$ cat config.mk
export PLATFORM = sky130hd
export DESIGN_NAME = prdc_timer
export DESIGN_NICKNAME = d
export VERILOG_FILES = /design/src/design/prdc_prescaler.v /design/src/design/prdc_timer.v
export VERILOG_INCLUDE_DIRS = /design/src /design/src/design
export SDC_FILE = /design/constraint.sdc
export NUM_CORES = 1
export LEC_CHECK = 0
export ABC_AREA = 1
export BUFFER_PORTS_ARGS = -buffer_cell sky130_fd_sc_hd__buf_2
export CORE_UTILIZATION = 52
export CTS_CLUSTER_SIZE = 28
export DETAILED_ROUTE_END_ITERATION = 16
export GPL_TIMING_DRIVEN = 0
export MAX_ROUTING_LAYER = met4
export PLACE_DENSITY = 0.85
export SLEW_MARGIN = 40
export SYNTH_ARGS = -nofsm -noshare
export SYNTH_HDL_FRONTEND = slang
export SYNTH_HIERARCHICAL = 1
export SYNTH_SLANG_ARGS = --single-unit
$ cat constraint.sdc
create_clock -name pclk -period 2 [get_ports pclk]
set_input_delay 0.3 -clock pclk [delete_from_list [all_inputs] [get_ports pclk]]
set_output_delay 0.3 -clock pclk [all_outputs]
set_load 0.03 [all_outputs]
$ cat src/design/prdc_regs.vh
// Purpose: constants of the prescaled reload down-counter (offsets, fields, resets).
// Assumes: APB with 32-bit data; each register takes one aligned word at index*4.
// Notes: register data sit in the low byte; upper bits read as zero.
`ifndef PRDC_REGS_VH
`define PRDC_REGS_VH

// ----------------------------------------------------------------
// register indices (byte address = index * 4)
// ----------------------------------------------------------------
`define PRDC_IDX_CONTROL 6'h00
`define PRDC_IDX_STATUS 6'h01
`define PRDC_IDX_MASK 6'h02
`define PRDC_IDX_TMODE 6'h2a
`define PRDC_IDX_PRESCALE 6'h2b
`define PRDC_IDX_RELOAD_HI 6'h2c
`define PRDC_IDX_RELOAD_LO 6'h2d
`define PRDC_IDX_COUNT_HI 6'h2e
`define PRDC_IDX_COUNT_LO 6'h2f

// ----------------------------------------------------------------
// field positions
// ----------------------------------------------------------------
`define PRDC_MODE_AUTO_START 7
`define PRDC_MODE_GATE_HI 6
`define PRDC_MODE_GATE_LO 5
`define PRDC_MODE_AUTO_RELOAD 4
`define PRDC_MODE_PRESC_HI 3
`define PRDC_CTRL_START 0
`define PRDC_CTRL_STOP 1
`define PRDC_CTRL_EVEN 2
`define PRDC_CTRL_FIELD_ON 3
`define PRDC_CTRL_MULTI_RX 4
`define PRDC_STAT_EXPIRY 0
`define PRDC_STAT_START 1
`define PRDC_STAT_ACTIVE 7

// ----------------------------------------------------------------
// gate encodings and reset values
// ----------------------------------------------------------------
`define PRDC_GATE_NONE 2'h0
`define PRDC_GATE_SIGNAL 2'h1
`define PRDC_GATE_AUX 2'h2
`define PRDC_GATE_ADDR3 2'h3
`define PRDC_RST_BYTE 8'h00
`define PRDC_RST_COUNT 16'h0000
`define PRDC_RST_PRESC 13'h0000

`endif

$ cat src/design/prdc_prescaler.v
// Purpose: divides reference clock edges into timer ticks.
// Assumes: ref_edge is a one-cycle pulse per reference clock rising edge.
// Notes: restart realigns the division so a fresh start gets a full first period.
`timescale 1ns/1ps
`include "prdc_regs.vh"

module prdc_prescaler (
    input wire pclk,
    input wire presetn,
    input wire restart,
    input wire ref_edge,
    input wire [11:0] prescale_value,
    input wire even_prescale_select,
    output reg tick
);

    reg [12:0] div_reg;
    wire [12:0] terminal;

    // counting edges 0..terminal spans terminal+1 reference periods
    assign terminal = {prescale_value, 1'b0} + {12'h000, even_prescale_select};

    // ----------------------------------------------------------------
    // edge divider
    // ----------------------------------------------------------------
    always @(posedge pclk or negedge presetn) begin
        if (!presetn) begin
            div_reg <= `PRDC_RST_PRESC;
            tick <= 1'b0;
        end else if (restart) begin
            div_reg <= `PRDC_RST_PRESC;
            tick <= 1'b0;
        end else if (ref_edge) begin
            if (div_reg == terminal) begin
                div_reg <= `PRDC_RST_PRESC;
                tick <= 1'b1;
            end else begin
                div_reg <= div_reg + 13'h0001;
                tick <= 1'b0;
            end
        end else begin
            tick <= 1'b0;
        end
    end

endmodule // prdc_prescaler

$ cat src/design/prdc_timer.v
// Purpose: 16-bit prescaled reload down-counter with APB registers and interrupt.
// Assumes: reference clock and gate pins are asynchronous to pclk; each reference
//          half period outlasts a pclk period, so every edge is seen after sync.
// Notes: protocol event inputs come from logic on pclk and are one-cycle pulses.
//        the two count bytes are read separately, so a read pair is not atomic.
//        gates are looked at only on ticks; a gate pulse between ticks is missed.
`timescale 1ns/1ps
`include "prdc_regs.vh"

module prdc_timer (
    input wire pclk,
    input wire presetn,
    input wire psel,
    input wire penable,
    input wire pwrite,
    input wire [7:0] paddr,
    input wire [31:0] pwdata,
    output reg [31:0] prdata,
    output reg pready,
    output reg pslverr,
    input wire ref_clk_pin,
    input wire signal_input_pin,
    input wire auxiliary_pin_one,
    input wire address_line_three,
    input wire tx_end_pulse,
    input wire field_on_pulse,
    input wire rx_stop_request,
    output reg timer_active_flag,
    output reg timer_expiry_flag,
    output reg timer_irq
);

    // ----------------------------------------------------------------
    // pin synchronisers
    // ----------------------------------------------------------------
    wire [3:0] pin_sync;
    reg ref_prev_reg;
    wire [3:0] pin_raw;
    wire ref_sync;
    wire ref_edge;

    assign pin_raw = {address_line_three, auxiliary_pin_one, signal_input_pin, ref_clk_pin};

    genvar gi;
    generate
        for (gi = 0; gi < 4; gi = gi + 1) begin : g_sync
            // each pin owns its two stages; only the second one is read
            reg stage1_reg;
            reg stage2_reg;
            always @(posedge pclk or negedge presetn) begin
                if (!presetn) begin
                    stage1_reg <= 1'b0;
                    stage2_reg <= 1'b0;
                end else begin
                    stage1_reg <= pin_raw[gi];
                    stage2_reg <= stage1_reg;
                end
            end
            assign pin_sync[gi] = stage2_reg;
        end
    endgenerate

    assign ref_sync = pin_sync[0];

    always @(posedge pclk or negedge presetn) begin
        if (!presetn) begin
            ref_prev_reg <= 1'b0;
        end else begin
            ref_prev_reg <= ref_sync;
        end
    end

    assign ref_edge = ref_sync & ~ref_prev_reg;

    // ----------------------------------------------------------------
    // register storage
    // ----------------------------------------------------------------
    reg [7:0] mode_reg;
    reg [7:0] prescale_reg;
    reg [7:0] reload_hi_reg;
    reg [7:0] reload_lo_reg;
    reg [7:0] control_reg;
    reg [1:0] status_reg;
    reg [1:0] mask_reg;
    reg [15:0] count_reg;
    reg running_reg;

    // ----------------------------------------------------------------
    // apb decode
    // ----------------------------------------------------------------
    wire [5:0] idx;
    wire aligned;
    wire access;
    wire wr_en;
    wire sw_start;
    wire sw_stop;
    wire wr_mode;
    wire wr_prescale;
    wire wr_reload_hi;
    wire wr_reload_lo;
    wire wr_control;
    wire wr_status;
    wire wr_mask;
    reg mapped;
    reg [7:0] rd_byte;

    assign idx = paddr[7:2];
    assign aligned = (paddr[1:0] == 2'h0);
    assign access = psel & penable & pready;
    assign wr_en = access & pwrite & mapped;
    // count bytes get no strobe: a write there is accepted and dropped
    assign wr_mode = wr_en & (idx == `PRDC_IDX_TMODE);
    assign wr_prescale = wr_en & (idx == `PRDC_IDX_PRESCALE);
    assign wr_reload_hi = wr_en & (idx == `PRDC_IDX_RELOAD_HI);
    assign wr_reload_lo = wr_en & (idx == `PRDC_IDX_RELOAD_LO);
    assign wr_control = wr_en & (idx == `PRDC_IDX_CONTROL);
    assign wr_status = wr_en & (idx == `PRDC_IDX_STATUS);
    assign wr_mask = wr_en & (idx == `PRDC_IDX_MASK);
    assign sw_start = wr_control & pwdata[`PRDC_CTRL_START];
    assign sw_stop = wr_control & pwdata[`PRDC_CTRL_STOP];

    always @* begin
        mapped = aligned;
        rd_byte = 8'h00;
        case (idx)
            `PRDC_IDX_CONTROL: rd_byte = control_reg;
            `PRDC_IDX_STATUS: rd_byte = {running_reg, 5'h00, status_reg};
            `PRDC_IDX_MASK: rd_byte = {6'h00, mask_reg};
            `PRDC_IDX_TMODE: rd_byte = mode_reg;
            `PRDC_IDX_PRESCALE: rd_byte = prescale_reg;
            `PRDC_IDX_RELOAD_HI: rd_byte = reload_hi_reg;
            `PRDC_IDX_RELOAD_LO: rd_byte = reload_lo_reg;
            `PRDC_IDX_COUNT_HI: rd_byte = count_reg[15:8];
            `PRDC_IDX_COUNT_LO: rd_byte = count_reg[7:0];
            default: mapped = 1'b0;
        endcase
        if (!aligned) begin
            rd_byte = 8'h00;
        end
    end

    wire setup_phase;
    reg [31:0] rdata_next;

    assign setup_phase = psel & ~penable;

    // read data is captured in the setup cycle and then held until the next setup
    always @* begin
        rdata_next = prdata;
        if (setup_phase) begin
            rdata_next = pwrite ? 32'h00000000 : {24'h000000, rd_byte};
        end
    end

    // one wait-free access: answer is ready in the first access cycle
    always @(posedge pclk or negedge presetn) begin
        if (!presetn) begin
            pready <= 1'b0;
            pslverr <= 1'b0;
            prdata <= 32'h00000000;
        end else begin
            pready <= setup_phase;
            pslverr <= setup_phase & ~mapped;
            prdata <= rdata_next;
        end
    end

    // ----------------------------------------------------------------
    // software registers
    // ----------------------------------------------------------------
    always @(posedge pclk or negedge presetn) begin
        if (!presetn) begin
            mode_reg <= `PRDC_RST_BYTE;
            prescale_reg <= `PRDC_RST_BYTE;
            reload_hi_reg <= `PRDC_RST_BYTE;
            reload_lo_reg <= `PRDC_RST_BYTE;
            control_reg <= `PRDC_RST_BYTE;
            mask_reg <= 2'h0;
        end else begin
            if (wr_mode) begin
                mode_reg <= pwdata[7:0];
            end
            if (wr_prescale) begin
                prescale_reg <= pwdata[7:0];
            end
            if (wr_reload_hi) begin
                reload_hi_reg <= pwdata[7:0];
            end
            if (wr_reload_lo) begin
                reload_lo_reg <= pwdata[7:0];
            end
            // start and stop are commands, they never stay set
            if (wr_control) begin
                control_reg <= {3'h0, pwdata[4:2], 2'h0};
            end
            if (wr_mask) begin
                mask_reg <= pwdata[1:0];
            end
        end
    end

    // ----------------------------------------------------------------
    // mode fields
    // ----------------------------------------------------------------
    wire auto_start;
    wire [1:0] gate_source_select;
    wire auto_reload_enable;
    wire [11:0] prescale_value;
    wire even_prescale_select;
    wire initial_field_on;
    wire multi_frame_receive;
    wire [15:0] reload_value;

    assign auto_start = mode_reg[`PRDC_MODE_AUTO_START];
    assign gate_source_select = mode_reg[`PRDC_MODE_GATE_HI:`PRDC_MODE_GATE_LO];
    assign auto_reload_enable = mode_reg[`PRDC_MODE_AUTO_RELOAD];
    assign prescale_value = {mode_reg[`PRDC_MODE_PRESC_HI:0], prescale_reg};
    assign even_prescale_select = control_reg[`PRDC_CTRL_EVEN];
    assign initial_field_on = control_reg[`PRDC_CTRL_FIELD_ON];
    assign multi_frame_receive = control_reg[`PRDC_CTRL_MULTI_RX];
    assign reload_value = {reload_hi_reg, reload_lo_reg};

    // ----------------------------------------------------------------
    // start, stop and gate
    // ----------------------------------------------------------------
    wire proto_start;
    wire proto_stop;
    wire start_event;
    wire stop_event;
    reg gate_open;

    assign proto_start = auto_start & (tx_end_pulse | (initial_field_on & field_on_pulse));
    // receive side may end timing only when multi-frame receive is off
    assign proto_stop = auto_start & ~multi_frame_receive & rx_stop_request;
    assign start_event = sw_start | proto_start;
    assign stop_event = sw_stop | proto_stop;

    always @* begin
        case (gate_source_select)
            `PRDC_GATE_NONE: gate_open = 1'b1;
            `PRDC_GATE_SIGNAL: gate_open = pin_sync[1];
            `PRDC_GATE_AUX: gate_open = pin_sync[2];
            `PRDC_GATE_ADDR3: gate_open = pin_sync[3];
            default: gate_open = 1'b1;
        endcase
    end

    wire tick;

    prdc_prescaler u_prescaler (
        .pclk(pclk),
        .presetn(presetn),
        .restart(start_event),
        .ref_edge(ref_edge),
        .prescale_value(prescale_value),
        .even_prescale_select(even_prescale_select),
        .tick(tick)
    );

    // ----------------------------------------------------------------
    // down counter
    // ----------------------------------------------------------------
    wire step;
    wire at_end;
    wire expiry;
    reg [15:0] count_next;
    reg running_next;

    assign step = running_reg & tick & gate_open;
    assign at_end = (count_reg == 16'h0001) | (count_reg == 16'h0000);
    // a stop in the ticking cycle leaves the count where it is, so no expiry either
    assign expiry = step & at_end & ~start_event & ~stop_event;

    always @* begin
        count_next = count_reg;
        running_next = running_reg;
        if (start_event) begin
            // start wins over a same-cycle stop so no start is lost
            count_next = reload_value;
            running_next = 1'b1;
        end else if (stop_event) begin
            running_next = 1'b0;
        end else if (step) begin
            if (at_end) begin
                if (auto_reload_enable) begin
                    count_next = reload_value;
                end else begin
                    count_next = 16'h0000;
                    running_next = 1'b0;
                end
            end else begin
                count_next = count_reg - 16'h0001;
            end
        end
    end

    always @(posedge pclk or negedge presetn) begin
        if (!presetn) begin
            count_reg <= `PRDC_RST_COUNT;
            running_reg <= 1'b0;
        end else begin
            count_reg <= count_next;
            running_reg <= running_next;
        end
    end

    // ----------------------------------------------------------------
    // interrupt status, write one to clear, set wins
    // ----------------------------------------------------------------
    wire [1:0] stat_set;
    wire [1:0] stat_clr;
    reg [1:0] status_next;

    assign stat_set = {start_event, expiry};
    assign stat_clr = wr_status ? pwdata[1:0] : 2'h0;

    // clear first, then set, so an event in the clearing cycle is kept
    always @* begin
        status_next = status_reg & ~stat_clr;
        status_next = status_next | stat_set;
    end

    always @(posedge pclk or negedge presetn) begin
        if (!presetn) begin
            status_reg <= 2'h0;
        end else begin
            status_reg <= status_next;
        end
    end

    wire irq_next;

    assign irq_next = |(status_reg & mask_reg);

    // outputs register the current state, so they lag the status bits by one cycle
    always @(posedge pclk or negedge presetn) begin
        if (!presetn) begin
            timer_active_flag <= 1'b0;
            timer_expiry_flag <= 1'b0;
            timer_irq <= 1'b0;
        end else begin
            timer_active_flag <= running_reg;
            timer_expiry_flag <= status_reg[`PRDC_STAT_EXPIRY];
            timer_irq <= irq_next;
        end
    end

endmodule // prdc_timer

==> metrics.txt <==
status=finished, final reports clean; initial antenna violation count=0; area of the core=0.0103 sq mm; total chip power=3.87 mW; RD Place Congestion=0.975; wire per inst=14.8 um; R2R cell count=10; Max VDD drop=0.346 mV; 1st-pass router iterations=5; Synth Area in XOR/XNOR=2.39%; Most Frequent Cell on Critical Path=nand2_1; power density over cell area=595 mW/mm^2; most used routing layer=met2; CP peak stage delay=220 ps; clk_skew=15.2 ps; CP Launch Type=input pin; CTS tree=built; Unique masters post-synth=38; Clock Path Buffers=2; CP required=2320 ps; vias per cell=5.37; share of cells above drive strength 1=21.0%; GR Util met3=4.24%; worst flop-to-flop path startpoint=pready; Synth Area in Compound Gates=12.6%; Post-Synth Simple-Gate Area=30.5%; Total Die Area=0.0110 sq mm; fin crit share=97.5%; Die Span X=105 um; grt total ovfl=0; met1 Use GR=37.3%; # rows=37; mux cell area share after synthesis=0%; adder-cell share of the synthesized area=0.682%; RSZ-0062 raised after global routing=true; Syn. warnings=6; DRC Markers=0; Crit path depth=15; I/O Pins=89; gr usage total=27.7%; Area growth, synth to finish=18.2%; Finished Core Util=63.3%; Hold Crit Class=input pin to register; final antenna-violating net count=0; Post-synth EDFFs=0; dpl hpwl=10600 um; crit path DAT=2270 ps; Worst path slowest cell=o21bai_4; Hold Violations, Final=0; Max Cap Viol=0; Setup WS post-layout=50.3 ps; Async S/R FF share, synth=100%; Clock Latency Late Sink=390 ps; FMAX=0.513 GHz; Worst Setup SP=paddr[3]; Setup WS pre-CTS=-602 ps; clock tree root driver cell=clkbuf_8; CP Max Fanout=10; post-route insts no fill=989; Synth Area per Inst=7.31 sq um; nets@finish=903; max FFs per register=16; largest family of logic cells by synthesized area=simple AND/OR/NAND/NOR gates; Seq cells post-synth=92; reg-to-reg endpoint=u_prescaler/div_reg[4]; Synth Flop Type=dfrtp_1; vias=5310; Final Instance Area=0.00651 sq mm; register area share after synthesis=41.8%; # port buffers=40; CTS sink cnt=92; initial core utilization=53.6%; clk slew on worst S/H paths=100 ps; P_leak=3.32 nW; register-to-register setup slack=90 ps; H-tree levels=3; Post-Syn Instances=753; vias in the first global route=4620; first-pass GRT wire length=22800 um; Setup crit end=u_prescaler/div_reg[4]; worst hold slack=5.50 ps; Cell Area, Placed=0.00604 sq mm; Fillers=933; placed cell count=953; Buffers & Inverters on Critical Path=4; initial DRC count=550; Setup TNS Final=0 ps; Syn Std Cell Area=0.00550 sq mm; delay-heaviest family, CP=simple AND/OR/NAND/NOR gates; die height=105 um; setup violators final=0; Crit. End Element=register; WS Path Type=input pin to register; routing usage on met2=39.9%; largest net degree at the start of global routing=56; ANT cells=0; Pins Over Slew Limit=0; Num CTS Buffers=9; Routed WL=14600 um; min Tclk post-route=1950 ps; CP Cell Sequence=clkbuf_4 -> inv_1 -> nor2_4 -> nand3_2 -> nand2_1 -> nor2_1 -> nand2_2 -> nand4_4 -> o21bai_4 -> buf_12 -> nor2_2 -> buf_4 -> o31ai_1 -> nand2_1 -> a21oi_2
[cells by family after synthesis]
kind of cell	Yosys count
AO/OA/AOI/OAI	121
XOR/XNOR	15
adder cells (fa/ha/maj)	3
buffers and inverters	143
flip-flops	92
other	1
AND/OR/NAND/NOR	378
[synthesized netlist by cell type, types with 3 or more instances]
cell type / instances / area (sq um)
nand2_1: 222 / 833
o21ai_1: 6 / 30.0
o21a_1: 4 / 30.0
nor2_2: 6 / 37.5
o21ai_0: 71 / 355
nor3_2: 4 / 40.0
buf_2: 4 / 20.0
a21oi_1: 7 / 35.0
clkbuf_1: 6 / 22.5
nand3_2: 5 / 50.1
nor2_1: 57 / 214
buf_4: 28 / 210
inv_1: 92 / 345
ha_1: 3 / 37.5
xnor2_1: 3 / 26.3
nor3_1: 5 / 25.0
xor2_1: 12 / 105
nor2_4: 4 / 45.0
dfrtp_1: 92 / 2300
nand3_1: 60 / 300
nand2_2: 5 / 31.3
o22ai_1: 20 / 125
a21oi_2: 8 / 70.1
inv_2: 11 / 41.3
[what timing repair did]
item | 4_1_cts | 5_1_grt
resized for setup | 13 | 29
pin swaps | 3 | 12
setup endpoints to repair | 29 | 26
setup buffers | 3 | 17
hold endpoints to repair | 37 | 0
hold buffers | 1 | 0
[cell usage in the layout (no fill, tap or decap), types with 2 or more instances in the layout]
cell,count
clkbuf_8,9
nand2_4,4
dfrtp_1,91
nand2_1,220
o21ai_1,8
nor3_1,5
a21oi_2,8
o22ai_1,20
nand2_2,5
inv_1,90
nand4_1,2
nand3_2,3
buf_2,41
xnor2_1,3
buf_4,47
o21a_1,4
nor2_2,7
nor3_2,4
xor2_1,12
nor4_1,2
conb_1,24
o31ai_1,2
nand3_4,5
buf_6,4
clkbuf_1,5
inv_2,12
o21ai_0,68
inv_6,2
nor2_1,48
clkinvlp_4,2
nand3_1,57
nor2_4,12
a21oi_1,7
[where the power goes]
group	total (mW)	internal [mW]	leakage [nW]	switching, mW
sequential	2.03	1.94	1.20	0.0847
clock	1.17	0.460	0.0833	0.706
combinational	0.676	0.227	2.03	0.450
total	3.87	2.63	3.32	1.24
[area by class of cell]
cell class | instances | area (sq um) | share of cell area [%]
Multi-Input combinational cell | 541 | 2780 | 42.8
Sequential cell | 92 | 2300 | 35.4
Inverter | 104 | 393 | 6.04
Timing Repair Buffer | 61 | 389 | 5.98
Buffer | 39 | 294 | 4.52
Tap cell | 136 | 170 | 2.62
Clock buffer | 10 | 128 | 1.96
Clock inverter | 6 | 46.3 | 0.712
[metal layers]
metal | vias to the layer above | part of all wire, %
li1 | 2539 | -
met1 | 2426 | 43
met2 | 301 | 44
met3 | 44 | 8.6
met4 | 0 | 3.8
met5 | - | 0
[worst min path at each step]
stage | from | endpoint | depth (start not counted)
2_1_floorplan | presetn | control_reg[2] | 0
3_3_place_gp | g_sync[3].stage1_reg | g_sync[3].stage2_reg | 0
3_5_place_dp | presetn | prdata[5] | 1
4_1_cts | auxiliary_pin_one | g_sync[2].stage1_reg | 1
5_1_grt | auxiliary_pin_one | g_sync[2].stage1_reg | 1
6_report | auxiliary_pin_one | g_sync[2].stage1_reg | 1
(Power assumes the default switching activity.)
